===== src/pkg/fsmsl_pkg.sv =====
// constants, types and the list of functions of the fan speed mode logic
// Function
// - control pulses of 30 ms or less are ignored; sources hold longer
// - start sequence once after power-up, or every switch-on with cutoff
// - timer mode takes its pulse from the remote switch input
// - logic mode takes its pulse from the analog control input
// - bus mode takes ceiling, floor, start, cutoff settings from bus
// - standalone mode takes those settings from board switches and trimmers
// - green lamp steady while running in normal operation
// - green lamp blinks in remote standby or past cutoff threshold (below ascending, above descending)
// - full-scale input gives maximum ascending, minimum descending
// - cutoff enabled and descending: full-scale input stops the motor unless the threshold is 100
// - cutoff enabled and ascending: zero input stops the motor unless the threshold is 0
// - input equal to threshold runs minimum ascending, maximum descending
// - both lamps blink after an active bus network is detected
// - input level register reports 0 to 100 of full scale
// - input kind register reads 0 for current, 1 for voltage
// - direction register reads 0 descending, 1 ascending
// - threshold held 0 to 40 ascending, 60 to 100 descending
// - start style register reads 0 soft, 1 kick
// - operating mode 0 standalone, 1 bus control disabling board settings but the remote mode
package fsmsl_pkg;

  // ---------------------------------------------------------------------
  // clock and timing
  // ---------------------------------------------------------------------
  localparam int CLK_PERIOD_NS  = 4;
  localparam int TICK_PERIOD_NS = 1000000;   // one millisecond
  localparam int TICK_CYCLES    = TICK_PERIOD_NS / CLK_PERIOD_NS;
  localparam int PULSE_MIN_MS   = 30;        // accepted only when longer
  localparam int BLINK_HALF_MS  = 500;
  localparam int KICK_MS        = 1000;
  localparam int SOFT_STEP_MS   = 20;
  localparam int NET_TOGGLES    = 10;        // lamp toggles of the net show
  localparam int MS_W           = 11;

  // ---------------------------------------------------------------------
  // percent limits
  // ---------------------------------------------------------------------
  localparam logic [6:0] PCT_ZERO     = 7'h00;
  localparam logic [6:0] PCT_FULL     = 7'h64;  // 100
  localparam logic [6:0] FLOOR_LO     = 7'h1E;  // 30
  localparam logic [6:0] FLOOR_HI     = 7'h46;  // 70
  localparam logic [6:0] CEIL_LO      = 7'h4B;  // 75
  localparam logic [6:0] CUT_ASC_HI   = 7'h28;  // 40
  localparam logic [6:0] CUT_DESC_LO  = 7'h3C;  // 60
  localparam logic [5:0] DIV100_MUL   = 6'h29;  // 41/4096 ~ 1/100
  localparam int         DIV100_SHIFT = 12;

  // ---------------------------------------------------------------------
  // input register map
  // ---------------------------------------------------------------------
  localparam logic [4:0] IR_INPUT_LEVEL = 5'h01;
  localparam logic [4:0] IR_OUTPUT_PCT  = 5'h02;
  localparam logic [4:0] IR_INPUT_KIND  = 5'h03;
  localparam logic [4:0] IR_DIRECTION   = 5'h04;
  localparam logic [4:0] IR_CEILING     = 5'h05;
  localparam logic [4:0] IR_FLOOR       = 5'h06;
  localparam logic [4:0] IR_CUT_ENABLE  = 5'h07;
  localparam logic [4:0] IR_CUT_VALUE   = 5'h08;
  localparam logic [4:0] IR_START_STYLE = 5'h09;
  localparam logic [4:0] IR_REMOTE_IN   = 5'h0A;
  localparam logic [4:0] IR_BYPASS      = 5'h0C;
  localparam logic [4:0] IR_FAULT_LAMP  = 5'h0D;
  localparam logic [4:0] IR_POWER_LAMP  = 5'h0E;
  localparam logic [15:0] RD_ZERO       = 16'h0000;

  // power lamp report codes
  localparam logic [1:0] LAMP_OFF     = 2'h0;
  localparam logic [1:0] LAMP_ON      = 2'h1;
  localparam logic [1:0] LAMP_STANDBY = 2'h2;

  // ---------------------------------------------------------------------
  // types
  // ---------------------------------------------------------------------
  typedef enum logic [1:0] {
    FSMSL_REM_NORMAL,
    FSMSL_REM_TIMER,
    FSMSL_REM_LOGIC
  } fsmsl_rem_mode_t;

  typedef enum logic [1:0] {
    FSMSL_ST_IDLE,
    FSMSL_ST_KICK,
    FSMSL_ST_SOFT,
    FSMSL_ST_RUN
  } fsmsl_start_t;

endpackage : fsmsl_pkg


===== src/logic/fsmsl_pulse_filter.sv =====
// pulse width filter: output follows input only after a long enough hold
`timescale 1ns/10ps
module fsmsl_pulse_filter #(
  parameter int MIN_TICKS = 30
) (
  // clock and reset
  input  wire logic mclk,
  input  wire logic rst_n,
  // timing
  input  wire logic tick,
  // level in and out
  input  wire logic din,
  output logic      dout_q
);

  logic [7:0] cnt_q;
  logic [7:0] cnt_d;
  logic       differ;
  logic       accept;

  // a level must survive more than MIN_TICKS ticks, so the count
  // needs MIN_TICKS+1 ticks; the first partial tick always counts
  assign differ = din != dout_q;
  assign accept = differ && tick && (cnt_q == 8'(MIN_TICKS));
  assign cnt_d  = !differ ? 8'h00 :
                  (tick ? cnt_q + 8'h01 : cnt_q);

  // count and accept
  always_ff @(posedge mclk) begin
    if (!rst_n) begin
      cnt_q  <= 8'h00;
      dout_q <= 1'b0;
    end else begin
      cnt_q <= accept ? 8'h00 : cnt_d;
      if (accept) begin
        dout_q <= din;
      end
    end
  end

endmodule : fsmsl_pulse_filter


===== src/logic/fsmsl_top.sv =====
// fan speed mode, start, cutoff, lamp and input register logic
`timescale 1ns/10ps
module fsmsl_top #(
  parameter int TICK_CYCLES = fsmsl_pkg::TICK_CYCLES
) (
  // clock and reset
  input  wire logic        mclk,
  input  wire logic        rst_n,
  // analog input, already converted to percent of full scale
  input  wire logic [6:0]  analog_level,
  input  wire logic        analog_logic_high,
  // board switches and trimmers
  input  wire logic        board_current_sel,
  input  wire logic        board_ascending,
  input  wire logic [6:0]  board_ceiling,
  input  wire logic [6:0]  board_floor,
  input  wire logic        board_kick,
  input  wire logic        board_cut_en,
  input  wire logic [6:0]  board_cut_value,
  input  wire logic [1:0]  board_rem_mode,
  // holding register values from the bus side
  input  wire logic        bus_mode,
  input  wire logic        bus_current_sel,
  input  wire logic        bus_ascending,
  input  wire logic [6:0]  bus_ceiling,
  input  wire logic [6:0]  bus_floor,
  input  wire logic        bus_kick,
  input  wire logic        bus_cut_en,
  input  wire logic [6:0]  bus_cut_value,
  input  wire logic        bus_net_seen,
  // pins
  input  wire logic        remote_switch_input,
  input  wire logic        motor_fault,
  // input register read port
  input  wire logic        reg_rd,
  input  wire logic [4:0]  reg_addr,
  output logic [15:0]      reg_rdata_q,
  output logic             reg_rvalid_q,
  // outputs to power stage and lamps
  output logic [6:0]       out_percent_q,
  output logic             motor_run_q,
  output logic             bypass_output_q,
  output logic             green_lamp_q,
  output logic             fault_lamp_q
);

  // -----------------------------------------------------------------------
  // millisecond tick divider
  // -----------------------------------------------------------------------
  logic [17:0] div_q;
  logic        tick;

  assign tick = div_q == 18'(TICK_CYCLES - 1);

  // free-running divider, one-cycle enable each millisecond
  always_ff @(posedge mclk) begin
    if (!rst_n) begin
      div_q <= 18'h00000;
    end else begin
      div_q <= tick ? 18'h00000 : div_q + 18'h00001;
    end
  end

  // -----------------------------------------------------------------------
  // setting source selection
  // -----------------------------------------------------------------------
  logic       cur_sel;
  logic       ascending;
  logic [6:0] ceil_raw;
  logic [6:0] floor_raw;
  logic       kick;
  logic       cut_en;
  logic [6:0] cut_raw;

  // bus control shuts out every board setting except the remote mode
  assign cur_sel   = bus_mode ? bus_current_sel : board_current_sel;
  assign ascending = bus_mode ? bus_ascending   : board_ascending;
  assign ceil_raw  = bus_mode ? bus_ceiling     : board_ceiling;
  assign floor_raw = bus_mode ? bus_floor       : board_floor;
  assign kick      = bus_mode ? bus_kick        : board_kick;
  assign cut_en    = bus_mode ? bus_cut_en      : board_cut_en;
  assign cut_raw   = bus_mode ? bus_cut_value   : board_cut_value;

  // -----------------------------------------------------------------------
  // range clamps: bus values are not trusted to be in range
  // -----------------------------------------------------------------------
  logic [6:0] level;
  logic [6:0] ceil_v;
  logic [6:0] floor_v;
  logic [6:0] cut_v;

  // clamp each setting into its documented window
  assign level   = (analog_level > fsmsl_pkg::PCT_FULL) ?
                   fsmsl_pkg::PCT_FULL : analog_level;
  assign ceil_v  = (ceil_raw < fsmsl_pkg::CEIL_LO) ? fsmsl_pkg::CEIL_LO :
                   (ceil_raw > fsmsl_pkg::PCT_FULL) ?
                   fsmsl_pkg::PCT_FULL : ceil_raw;
  assign floor_v = (floor_raw < fsmsl_pkg::FLOOR_LO) ? fsmsl_pkg::FLOOR_LO :
                   (floor_raw > fsmsl_pkg::FLOOR_HI) ?
                   fsmsl_pkg::FLOOR_HI : floor_raw;
  assign cut_v   = ascending ?
                   ((cut_raw > fsmsl_pkg::CUT_ASC_HI) ?
                    fsmsl_pkg::CUT_ASC_HI : cut_raw) :
                   ((cut_raw < fsmsl_pkg::CUT_DESC_LO) ?
                    fsmsl_pkg::CUT_DESC_LO :
                    (cut_raw > fsmsl_pkg::PCT_FULL) ?
                    fsmsl_pkg::PCT_FULL : cut_raw);

  // -----------------------------------------------------------------------
  // speed law: linear between floor and ceiling
  // -----------------------------------------------------------------------
  logic [6:0]  eff;
  logic [6:0]  span;
  logic [13:0] prod;
  logic [19:0] scaled;
  logic [6:0]  lin;
  logic        at_cut;
  logic        cut_stop;
  logic [6:0]  target;

  // descending mode runs the law backwards; a divide by 100 is replaced
  // by a multiply and shift that is exact at both ends of the span
  assign eff    = ascending ? level : fsmsl_pkg::PCT_FULL - level;
  assign span   = ceil_v - floor_v;
  assign prod   = span * eff;
  assign scaled = prod * fsmsl_pkg::DIV100_MUL;
  assign lin    = floor_v + scaled[fsmsl_pkg::DIV100_SHIFT +: 7];

  // cutoff: below threshold ascending or above it descending stops, end of scale stops unless it equals the threshold
  assign at_cut   = cut_en && (level == cut_v);
  assign cut_stop = cut_en && !at_cut &&
                    (ascending ?
                     ((level < cut_v) || (level == fsmsl_pkg::PCT_ZERO)) :
                     ((level > cut_v) ||
                      (level == fsmsl_pkg::PCT_FULL)));

  // exactly on the threshold holds the floor ascending, the ceiling descending
  assign target = !at_cut ? lin :
                  (ascending ? floor_v : ceil_v);

  // -----------------------------------------------------------------------
  // remote control pulse path
  // -----------------------------------------------------------------------
  logic pulse_src;
  logic pulse_lvl;
  logic pulse_lvl_q;
  logic pulse_rise;
  logic pulse_mode;
  logic pulse_run_q;

  // normal and timer modes listen to the switch, logic mode to the
  // analog pin's comparator; one filter serves all three
  assign pulse_src  = (board_rem_mode == fsmsl_pkg::FSMSL_REM_LOGIC) ?
                      analog_logic_high :
                      remote_switch_input;
  assign pulse_mode = (board_rem_mode == fsmsl_pkg::FSMSL_REM_TIMER) ||
                      (board_rem_mode == fsmsl_pkg::FSMSL_REM_LOGIC);
  assign pulse_rise = pulse_lvl && !pulse_lvl_q;

  fsmsl_pulse_filter #(
    .MIN_TICKS (fsmsl_pkg::PULSE_MIN_MS)
  ) u_filter (
    .mclk   (mclk),
    .rst_n  (rst_n),
    .tick   (tick),
    .din    (pulse_src),
    .dout_q (pulse_lvl)
  );

  // each accepted pulse toggles run and standby in the pulse modes
  always_ff @(posedge mclk) begin
    if (!rst_n) begin
      pulse_lvl_q <= 1'b0;
      pulse_run_q <= 1'b0;
    end else begin
      pulse_lvl_q <= pulse_lvl;
      if (!pulse_mode) begin
        pulse_run_q <= 1'b0;
      end else if (pulse_rise) begin
        pulse_run_q <= !pulse_run_q;
      end
    end
  end

  logic remote_on;
  logic standby;
  logic run_req;

  assign remote_on = pulse_mode ? pulse_run_q : pulse_lvl;
  assign standby   = !remote_on;
  assign run_req   = remote_on && !cut_stop && !motor_fault;

  // -----------------------------------------------------------------------
  // start sequence
  // -----------------------------------------------------------------------
  fsmsl_pkg::fsmsl_start_t st_q;
  fsmsl_pkg::fsmsl_start_t st_d;
  logic [fsmsl_pkg::MS_W-1:0] st_ms_q;
  logic [6:0]  ramp_q;
  logic        started_q;
  logic        need_start;
  logic        kick_done;
  logic        step_due;
  logic        ramp_top;

  // without cutoff the start runs once per power-up; with cutoff it runs
  // on every switch-on, since cutoff stops are part of normal operation
  assign need_start = cut_en || !started_q;
  assign kick_done  = tick &&
                      (st_ms_q == fsmsl_pkg::MS_W'(fsmsl_pkg::KICK_MS - 1));
  // steps only while ramping, or the shared count never reaches kick end
  assign step_due   = tick && (st_q == fsmsl_pkg::FSMSL_ST_SOFT) &&
                      (st_ms_q ==
                       fsmsl_pkg::MS_W'(fsmsl_pkg::SOFT_STEP_MS - 1));
  assign ramp_top   = ramp_q >= target;

  // next state of the start sequencer
  always_comb begin
    st_d = st_q;
    case (st_q)
      fsmsl_pkg::FSMSL_ST_IDLE: begin
        if (run_req) begin
          if (!need_start) begin
            st_d = fsmsl_pkg::FSMSL_ST_RUN;
          end else if (kick) begin
            st_d = fsmsl_pkg::FSMSL_ST_KICK;
          end else begin
            st_d = fsmsl_pkg::FSMSL_ST_SOFT;
          end
        end
      end
      fsmsl_pkg::FSMSL_ST_KICK: begin
        if (!run_req) begin
          st_d = fsmsl_pkg::FSMSL_ST_IDLE;
        end else if (kick_done) begin
          st_d = fsmsl_pkg::FSMSL_ST_RUN;
        end
      end
      fsmsl_pkg::FSMSL_ST_SOFT: begin
        if (!run_req) begin
          st_d = fsmsl_pkg::FSMSL_ST_IDLE;
        end else if (ramp_top) begin
          st_d = fsmsl_pkg::FSMSL_ST_RUN;
        end
      end
      fsmsl_pkg::FSMSL_ST_RUN: begin
        if (!run_req) begin
          st_d = fsmsl_pkg::FSMSL_ST_IDLE;
        end
      end
      default: begin
        st_d = fsmsl_pkg::FSMSL_ST_IDLE;
      end
    endcase
  end

  // sequencer state, millisecond timer and soft ramp
  always_ff @(posedge mclk) begin
    if (!rst_n) begin
      st_q      <= fsmsl_pkg::FSMSL_ST_IDLE;
      st_ms_q   <= '0;
      ramp_q    <= fsmsl_pkg::FLOOR_LO;
      started_q <= 1'b0;
    end else begin
      st_q <= st_d;
      if (st_d != st_q || kick_done || step_due) begin
        st_ms_q <= '0;
      end else if (tick) begin
        st_ms_q <= st_ms_q + 1'b1;
      end
      if (st_q == fsmsl_pkg::FSMSL_ST_IDLE) begin
        ramp_q <= fsmsl_pkg::FLOOR_LO;
      end else if (st_q == fsmsl_pkg::FSMSL_ST_SOFT && step_due) begin
        ramp_q <= ramp_q + 7'h01;
      end
      if (st_q == fsmsl_pkg::FSMSL_ST_RUN) begin
        started_q <= 1'b1;
      end
    end
  end

  // -----------------------------------------------------------------------
  // output level
  // -----------------------------------------------------------------------
  logic [6:0] out_d;

  // off reads zero; every running value stays inside 30..100
  assign out_d = (st_q == fsmsl_pkg::FSMSL_ST_KICK) ? fsmsl_pkg::PCT_FULL :
                 (st_q == fsmsl_pkg::FSMSL_ST_SOFT) ? ramp_q :
                 (st_q == fsmsl_pkg::FSMSL_ST_RUN)  ? target :
                 fsmsl_pkg::PCT_ZERO;

  always_ff @(posedge mclk) begin
    if (!rst_n) begin
      out_percent_q   <= fsmsl_pkg::PCT_ZERO;
      motor_run_q     <= 1'b0;
      bypass_output_q <= 1'b0;
    end else begin
      out_percent_q   <= out_d;
      motor_run_q     <= st_q != fsmsl_pkg::FSMSL_ST_IDLE;
      bypass_output_q <= remote_on && !motor_fault;
    end
  end

  // -----------------------------------------------------------------------
  // lamp blink timebase and network show
  // -----------------------------------------------------------------------
  logic [fsmsl_pkg::MS_W-1:0] blink_ms_q;
  logic       blink_q;
  logic       blink_flip;
  logic [3:0] net_cnt_q;
  logic       net_show_q;
  logic       net_done_q;

  assign blink_flip = tick &&
                      (blink_ms_q ==
                       fsmsl_pkg::MS_W'(fsmsl_pkg::BLINK_HALF_MS - 1));

  // half-period counter shared by every blinking lamp
  always_ff @(posedge mclk) begin
    if (!rst_n) begin
      blink_ms_q <= '0;
      blink_q    <= 1'b0;
    end else if (blink_flip) begin
      blink_ms_q <= '0;
      blink_q    <= !blink_q;
    end else if (tick) begin
      blink_ms_q <= blink_ms_q + 1'b1;
    end
  end

  // the network show plays once per power-up, then lamps return
  // to their normal meaning
  always_ff @(posedge mclk) begin
    if (!rst_n) begin
      net_show_q <= 1'b0;
      net_done_q <= 1'b0;
      net_cnt_q  <= 4'h0;
    end else if (!net_show_q && !net_done_q && bus_net_seen) begin
      net_show_q <= 1'b1;
    end else if (net_show_q && blink_flip) begin
      if (net_cnt_q == 4'(fsmsl_pkg::NET_TOGGLES - 1)) begin
        net_show_q <= 1'b0;
        net_done_q <= 1'b1;
      end else begin
        net_cnt_q <= net_cnt_q + 4'h1;
      end
    end
  end

  // -----------------------------------------------------------------------
  // lamps
  // -----------------------------------------------------------------------
  logic       lamp_blinking;
  logic [1:0] power_code;

  assign lamp_blinking = standby || cut_stop;
  assign power_code    = motor_fault   ? fsmsl_pkg::LAMP_OFF :
                         lamp_blinking ? fsmsl_pkg::LAMP_STANDBY :
                         fsmsl_pkg::LAMP_ON;

  always_ff @(posedge mclk) begin
    if (!rst_n) begin
      green_lamp_q <= 1'b0;
      fault_lamp_q <= 1'b0;
    end else if (net_show_q) begin
      green_lamp_q <= blink_q;
      fault_lamp_q <= blink_q;
    end else begin
      green_lamp_q <= lamp_blinking ? blink_q : !motor_fault;
      fault_lamp_q <= motor_fault;
    end
  end

  // -----------------------------------------------------------------------
  // input register read port
  // -----------------------------------------------------------------------
  logic [15:0] rd_word;

  // unmapped and reserved words read zero; nothing here is writable
  assign rd_word =
    (reg_addr == fsmsl_pkg::IR_INPUT_LEVEL) ? {9'h000, level} :
    (reg_addr == fsmsl_pkg::IR_OUTPUT_PCT)  ? {9'h000, out_percent_q} :
    (reg_addr == fsmsl_pkg::IR_INPUT_KIND)  ? {15'h0000, !cur_sel} :
    (reg_addr == fsmsl_pkg::IR_DIRECTION)   ? {15'h0000, ascending} :
    (reg_addr == fsmsl_pkg::IR_CEILING)     ? {9'h000, ceil_v} :
    (reg_addr == fsmsl_pkg::IR_FLOOR)       ? {9'h000, floor_v} :
    (reg_addr == fsmsl_pkg::IR_CUT_ENABLE)  ? {15'h0000, cut_en} :
    (reg_addr == fsmsl_pkg::IR_CUT_VALUE)   ? {9'h000, cut_v} :
    (reg_addr == fsmsl_pkg::IR_START_STYLE) ? {15'h0000, kick} :
    (reg_addr == fsmsl_pkg::IR_REMOTE_IN)   ? {15'h0000, remote_on} :
    (reg_addr == fsmsl_pkg::IR_BYPASS)   ? {15'h0000, bypass_output_q} :
    (reg_addr == fsmsl_pkg::IR_FAULT_LAMP)  ? {15'h0000, fault_lamp_q} :
    (reg_addr == fsmsl_pkg::IR_POWER_LAMP)  ? {14'h0000, power_code} :
    fsmsl_pkg::RD_ZERO;

  always_ff @(posedge mclk) begin
    if (!rst_n) begin
      reg_rdata_q  <= fsmsl_pkg::RD_ZERO;
      reg_rvalid_q <= 1'b0;
    end else begin
      reg_rvalid_q <= reg_rd;
      if (reg_rd) begin
        reg_rdata_q <= rd_word;
      end
    end
  end

endmodule : fsmsl_top


===== config.mk =====
export PLATFORM = sky130hd
export DESIGN_NAME = fsmsl_top
export DESIGN_NICKNAME = d
export VERILOG_FILES = /design/src/pkg/fsmsl_pkg.sv /design/src/logic/fsmsl_pulse_filter.sv /design/src/logic/fsmsl_top.sv
export SDC_FILE = /design/constraint.sdc
export NUM_CORES = 1
export LEC_CHECK = 0
export ABC_CLOCK_PERIOD_IN_PS = 11320
export BUFFER_PORTS_ARGS = -buffer_cell sky130_fd_sc_hd__buf_2
export CORE_MARGIN = 2
export CORE_UTILIZATION = 34
export DETAILED_ROUTE_END_ITERATION = 8
export MAX_ROUTING_LAYER = met4
export PLACE_DENSITY = 0.6
export SKIP_LAST_GASP = 1
export SYNTH_ARGS = -nofsm -noshare
export SYNTH_HDL_FRONTEND = slang
export SYNTH_SLANG_ARGS = --single-unit
export TNS_END_PERCENT = 30

===== constraint.sdc =====
create_clock -name mclk -period 11.32 [get_ports mclk]
set_clock_uncertainty 0.1 [all_clocks]
set_input_delay 0.566 -clock mclk [delete_from_list [all_inputs] [get_ports mclk]]
set_output_delay 0.566 -clock mclk [all_outputs]
set_load 0.01 [all_outputs]

==> summary.txt, run 1 <==
Run status
  • Status: completed

Global routing
  • First-pass GRT wire length: 37250 µm
  • GRT Overall Usage: 17.41%
  • Initial antenna violation count: 0
  • Vias in the first global route: 7671
  • Largest net degree at the start of global routing: 23
  • Grt total ovfl: 0

Clocking
  • Total CTS buffers: 9
  • Clk buf depth: 2
  • # clock sinks: 87
  • CTS tree: yes
  • H-tree depth: 3
  • Root Buffer: clkbuf_16
  • Clock Pin Slew Worst Setup and Hold Paths: 0.06 ns
  • CTS Hold Bufs: 0
  • Clk_lat worst skew: 0.34 ns

Timing
  • RSZ-0062 raised after global routing: true
  • Least-Margin Pin Slew: 0.9345 ns
  • Period utilization: 97.70%
  • Slew Viols, Final: 0
  • Crit path time final: 11.06 ns
  • Final setup fails: 0
  • Final hold violation count: 0
  • Highest clock rate: 0.09042 GHz
  • Slew margin rel.: 37.57%

Critical path
  • Data required, critical path: 11.45 ns
  • Largest delay share family, worst path: adder cells
  • R2r setup slk: 8.45 ns
  • Crit-path max cell delay: 0.52 ns
  • CP max-delay cell: fa_1
  • Critical-path maximum fanout: 6
  • Class of the most critical setup path: in -> reg
  • CP Capture Type: flip-flop
  • Startpoint types: input port
  • Critical Path AT: 11.19 ns
  • CP bufs+invs: 7

Layout
  • Fillers: 2484
  • Post-layout net count: 1465
  • # diodes: 0
  • Layout cells sized above 1: 25.52%
  • FF+latch area: 1742 µm²
  • Final Cell Area: 10900 µm²
  • Multi-input combinational cell area: 6760 µm²
  • Area delta synth->final: 26.39%

Die
  • Row cnt: 58
  • Chip height: 163.3 µm
  • IO Pins: 100
  • Core area: 25040 µm²
  • Die area: 26660 µm²
  • Starting Density: 34.45%
  • Die X: 163.3 µm

Synthesis
  • Syn. warnings: 0
  • Synthesized flop and latch total: 87
  • Register area share after synthesis: 20.19%
  • Average cell area after synthesis: 8.152 µm²
  • Synthesized area: 8625 µm²
  • Synth unique cells: 82
  • Async SR Flop Fraction: 0%
  • Top_reg_cell synth: dfxtp_1
  • Synth Instances: 1058
  • Post-synth EDFFs: 0

Placement
  • Routability Congestion: 0.8977
  • DP HPWL: 18200 µm
  • Placed Area: 10260 µm²
  • Port Buffers: 90

Detailed routing
  • Via count: 8004
  • Antenna-violating nets left: 0
  • Via/cell ratio: 5.053
  • Drt wl/cell: 14.17 µm
  • DR pass1 iterations: 5
  • DR iter-0 viols: 478
  • DR DRC count: 0
  • Final Routed Wirelength: 22450 µm

Flow run
  • Max Cap Viol: 0

Worst hold path
  • Hold crit path type: reg -> reg
[cell usage after synthesis (all sizes together) (18+ instances only)]
| cell | n | area, µm² |
|---|---|---|
| nor2 | 165 | 621.9 |
| ha | 112 | 1401 |
| dfxtp | 87 | 1742 |
| nand2 | 71 | 276.5 |
| inv | 66 | 247.7 |
| a21oi | 51 | 259.0 |
| o21ai | 50 | 265.3 |
| xnor2 | 44 | 385.4 |
| xor2 | 35 | 306.5 |
| nand3 | 34 | 170.2 |
| fa | 32 | 640.6 |
| mux2i | 26 | 272.8 |
| buf | 24 | 175.2 |
| nor3 | 22 | 121.4 |
| nand4 | 20 | 125.1 |
| clkbuf | 18 | 67.56 |
[logic make-up after synthesis]
kind of cell,Yosys count,synth area share [%]
adder cells (fa/ha/maj),144,23.68
AO/OA/AOI/OAI,204,15.65
other,1,0.04348
buffers and inverters,108,5.687
XOR/XNOR,79,8.023
flip-flops,87,20.19
multiplexers,33,4.077
AND/OR/NAND/NOR,402,22.65
[registers in the layout, indices dropped and copies added, names as in the netlist]
signal,count
pulse_lvl_q,1
u_filter.dout_q,1
u_filter.cnt_q,8
started_q,1
net_done_q,1
pulse_run_q,1
ramp_q,7
fault_lamp_q,1
st_q,2
bypass_output_q,1
net_show_q,1
reg_rdata_q,7
reg_rvalid_q,1
blink_ms_q,11
net_cnt_q,4
st_ms_q,11
out_percent_q,7
motor_run_q,1
div_q,18
blink_q,1
green_lamp_q,1
[path summary, 6_finish.rpt]
path,end,cells past startpoint,start
min,div_q[0]$_SDFF_PP0_,1,div_q[0]$_SDFF_PP0_
max,st_ms_q[3]$_SDFFE_PP0P_,57,board_ceiling[1]
max reg2reg,net_cnt_q[3]$_SDFFE_PN0P_,9,div_q[5]$_SDFF_PP0_
min reg2reg,div_q[0]$_SDFF_PP0_,1,div_q[0]$_SDFF_PP0_
[placed cells by master (no fill, tap or decap), types with 12 or more instances in the layout]
cell | Yosys | routed
nor2_1 | 164 | 156
o21ai_0 | 46 | 37
mux2i_1 | 25 | 23
buf_4 | 11 | 120
inv_1 | 66 | 61
nand4_1 | 20 | 20
nand2b_1 | 13 | 13
ha_1 | 112 | 104
a21o_1 | 15 | 15
dfxtp_1 | 87 | 87
xor2_1 | 35 | 34
nand2_1 | 69 | 66
buf_2 | 5 | 89
nand3_1 | 34 | 34
a211oi_1 | 13 | 12
fa_1 | 32 | 30
xnor2_1 | 44 | 38
nor3_1 | 21 | 21
a21oi_1 | 50 | 46
[stage by stage]
step	utilization, %	hold slack (ns)	std cells	TNS, ns	setup slack (ns)
finish	43.54	0.3452	1584	0	0.2607
global route	43.54	0.3764	1584	-2.261	-0.2199
CTS	42.53	0.3506	1577	0	0.008532
detailed placement	40.98	0.3387	1557	-6.287	-0.5688
global placement	40.98	0.3333	1557	-3.947	-0.3656
floorplan	-	0.3179	1066	-1.418	-0.1398
[timing repair]
action	4_1_cts	5_1_grt
endpoints found under the setup margin	11	12
cloned	0	1
buffers inserted	4	6
pin swaps	15	28
resized for setup	12	39
[per-layer routing]
metal  GRT usage [%]  part of all wire, %  vias to the layer above
met4           3.540                  1.2                        0
met2           27.08                   45                      147
met3           3.961                  6.1                       20
li1                -                    -                     4069
met1           23.20                   48                     3768
met5               -                    0                        -
[area by class of cell]
class | instances | area share, %
inverters | 66 | 2.273
well taps | 330 | 3.788
repair buffers | 214 | 13.07
clock buffers | 10 | 2.101
flip-flops and latches | 87 | 15.98
clock inverters | 6 | 0.7691
multi-input cells | 871 | 62.02
Power of run 1 is not shown: default switching activity piles up to over one toggle a cycle in this logic, so the estimate is an artifact.
==> inputs of run 2 (changes only) <==
--- a/config.mk
+++ b/config.mk
@@ -5,13 +5,14 @@
 export SDC_FILE = /design/constraint.sdc
 export NUM_CORES = 1
 export LEC_CHECK = 0
-export ABC_CLOCK_PERIOD_IN_PS = 11320
+export ABC_CLOCK_PERIOD_IN_PS = 10550
 export BUFFER_PORTS_ARGS = -buffer_cell sky130_fd_sc_hd__buf_2
 export CORE_MARGIN = 2
 export CORE_UTILIZATION = 34
 export DETAILED_ROUTE_END_ITERATION = 8
 export MAX_ROUTING_LAYER = met4
-export PLACE_DENSITY = 0.6
+export PLACE_DENSITY = 0.58
+export RECOVER_POWER = 100
 export SKIP_LAST_GASP = 1
 export SYNTH_ARGS = -nofsm -noshare
 export SYNTH_HDL_FRONTEND = slang
==> constraint.sdc (replaced) <==
create_clock -name mclk -period 10.55 [get_ports mclk]
set_clock_uncertainty 0.1 [all_clocks]
set_input_delay 0.5275 -clock mclk [delete_from_list [all_inputs] [get_ports mclk]]
set_output_delay 0.5275 -clock mclk [all_outputs]
set_load 0.01 [all_outputs]
==> run 2 against run 1 <==
Compared with the run above: the run now ends with setup timing left; design area rose by 3.0%; hold slack got worse by 0.028 ns; non-clock buffer count rose by 33; first-iteration DRC count fell by 4.4%; cell count rose by 2.1%; utilization rose by 1.3 points; via count rose by 1.1%; register-to-register slack got worse by 1.4 ns; global-route usage rose by 0.18 points; critical path type unchanged.
==> summary.txt, run 2 (synthesis gave the netlist of run 1 again) <==
Clocking
  • Clk buf depth: 2
  • Root Buffer: clkbuf_16
  • Total CTS buffers: 9
  • Clk_lat worst skew: 0.35 ns
  • CTS tree: yes
  • # clock sinks: 87
  • CTS Hold Bufs: 0
  • Clock Pin Slew Worst Setup and Hold Paths: 0.06 ns
  • H-tree depth: 3

Timing
  • Least-Margin Pin Slew: 0.9649 ns
  • Total negative slack: -5.577 ns
  • Period utilization: 105.0%
  • Final WS setup: -0.5254 ns
  • Slew margin rel.: 35.68%
  • RSZ-0062 raised after global routing: true
  • Slew Viols, Final: 0
  • Final hold violation count: 0
  • Crit path time final: 11.08 ns
  • Highest clock rate: 0.09029 GHz
  • Final setup fails: 11

Detailed routing
  • Antenna-violating nets left: 0
  • Via count: 8094
  • DR DRC count: 0
  • Drt wl/cell: 13.91 µm
  • DR pass1 iterations: 5
  • DR iter-0 viols: 457
  • Via/cell ratio: 5.006
  • Final Routed Wirelength: 22490 µm

Critical path
  • Class of the most critical setup path: in -> reg
  • Startpoint types: input port
  • R2r setup slk: 7.08 ns
  • RR Endpoint: net_cnt_q[3]$_SDFFE_PN0P_
  • Critical-path maximum fanout: 6
  • Reg2reg start: div_q[7]$_SDFF_PP0_
  • CP max-delay cell: or4_1
  • Critical Path AT: 11.21 ns
  • Data required, critical path: 10.69 ns
  • Reg2Reg Depth: 9
  • CP Capture Type: flip-flop
  • Crit-path max cell delay: 0.54 ns
  • Crit path launch: bus_ceiling[1]

Global routing
  • Initial antenna violation count: 0
  • First-pass GRT wire length: 37490 µm
  • GRT Overall Usage: 17.59%
  • Grt total ovfl: 0
  • Vias in the first global route: 7908
  • Largest net degree at the start of global routing: 23

Run status
  • Status: finished, violations left
  • Failing checks: setup timing

Die
  • Die area: 26660 µm²
  • IO Pins: 100
  • Chip height: 163.3 µm
  • Starting Density: 34.45%
  • Row cnt: 58
  • Core area: 25040 µm²
  • Die X: 163.3 µm

Placement
  • Routability Congestion: 0.8796
  • Port Buffers: 90
  • DP HPWL: 17930 µm

Layout
  • Post-layout net count: 1498
  • Area delta synth->final: 30.19%
  • Most frequent cells in the layout: 156 x nor2_1, 152 x buf_4, 103 x ha_1
  • Most common library cell in the layout ignoring fill and taps: nor2_1
  • Top Registers: div_q x18, blink_ms_q x11, st_ms_q x11
  • Largest register FFs: 18
  • Layout cells sized above 1: 26.57%
  • # diodes: 0
  • Largest register by flop count: div_q

Worst hold path
  • Hold crit path type: in -> reg
  • Worst hold endpoint: bypass_output_q$_SDFF_PN0_
  • Cell count of the worst hold path: 2
  • Hold_sp: motor_fault

Flow run
  • Max Cap Viol: 0
-- run 2: stage by stage --
step | util [%] | hold slack, ns | cells | setup slack, ns | instance area [µm²]
floorplan | - | 0.3179 | 1066 | -0.8713 | 8810
global placement | 41.94 | 0.3310 | 1589 | -1.116 | 10500
detailed placement | 41.94 | 0.3400 | 1589 | -1.330 | 10500
CTS | 44.20 | 0.3063 | 1613 | -0.3862 | 11070
global route | 44.85 | 0.3200 | 1617 | -0.9855 | 11230
finish | 44.85 | 0.3173 | 1617 | -0.5254 | 11230
-- run 2: area by class of cell --
class	instances	area, µm²
clock inverters	5	88.84
multi-input cells	871	6845
well taps	330	412.9
repair buffers	247	1649
fillers	2509	13810
flip-flops and latches	87	1742
clock buffers	11	242.7
inverters	66	247.7
-- run 2: worst max-delay path by stage --
stage / endpoint / slack (ns) / depth (start not counted)
finish: st_ms_q[1]$_SDFFE_PP0P_ / -0.53 / 57
global placement: st_ms_q[0]$_SDFFE_PP0P_ / -1.12 / 58
CTS: st_ms_q[0]$_SDFFE_PP0P_ / -0.39 / 58
floorplan: st_ms_q[5]$_SDFFE_PP0P_ / -0.87 / 58
global route: st_ms_q[3]$_SDFFE_PP0P_ / -0.99 / 60
detailed placement: st_ms_q[5]$_SDFFE_PP0P_ / -1.33 / 56
-- run 2: per-layer routing --
metal  track usage [%]  vias to the layer above  wire (µm)
li1                  -                     4131          -
met1             23.55                     3790      10810
met2             28.54                      151      10480
met3             2.311                       22        931
met4             3.459                        0        271
met5                 -                        -          0
-- run 2: worst max-delay path, delay by kind of cell --
family,cells,cell delay (ns)
XOR/XNOR,4,0.60
buffers and inverters,7,0.55
AO/OA/AOI/OAI,19,3.19
AND/OR/NAND/NOR,16,2.48
adder cells (fa/ha/maj),11,3.86
-- run 2: timing repair --
| item | CTS | global route |
|---|---|---|
| gates cloned | 1 | 0 |
| pin swaps | 30 | 23 |
| setup buffers | 7 | 4 |
| resized for setup | 34 | 38 |
| endpoints found under the setup margin | 13 | 13 |
Power of run 2 is left out for the same reason.
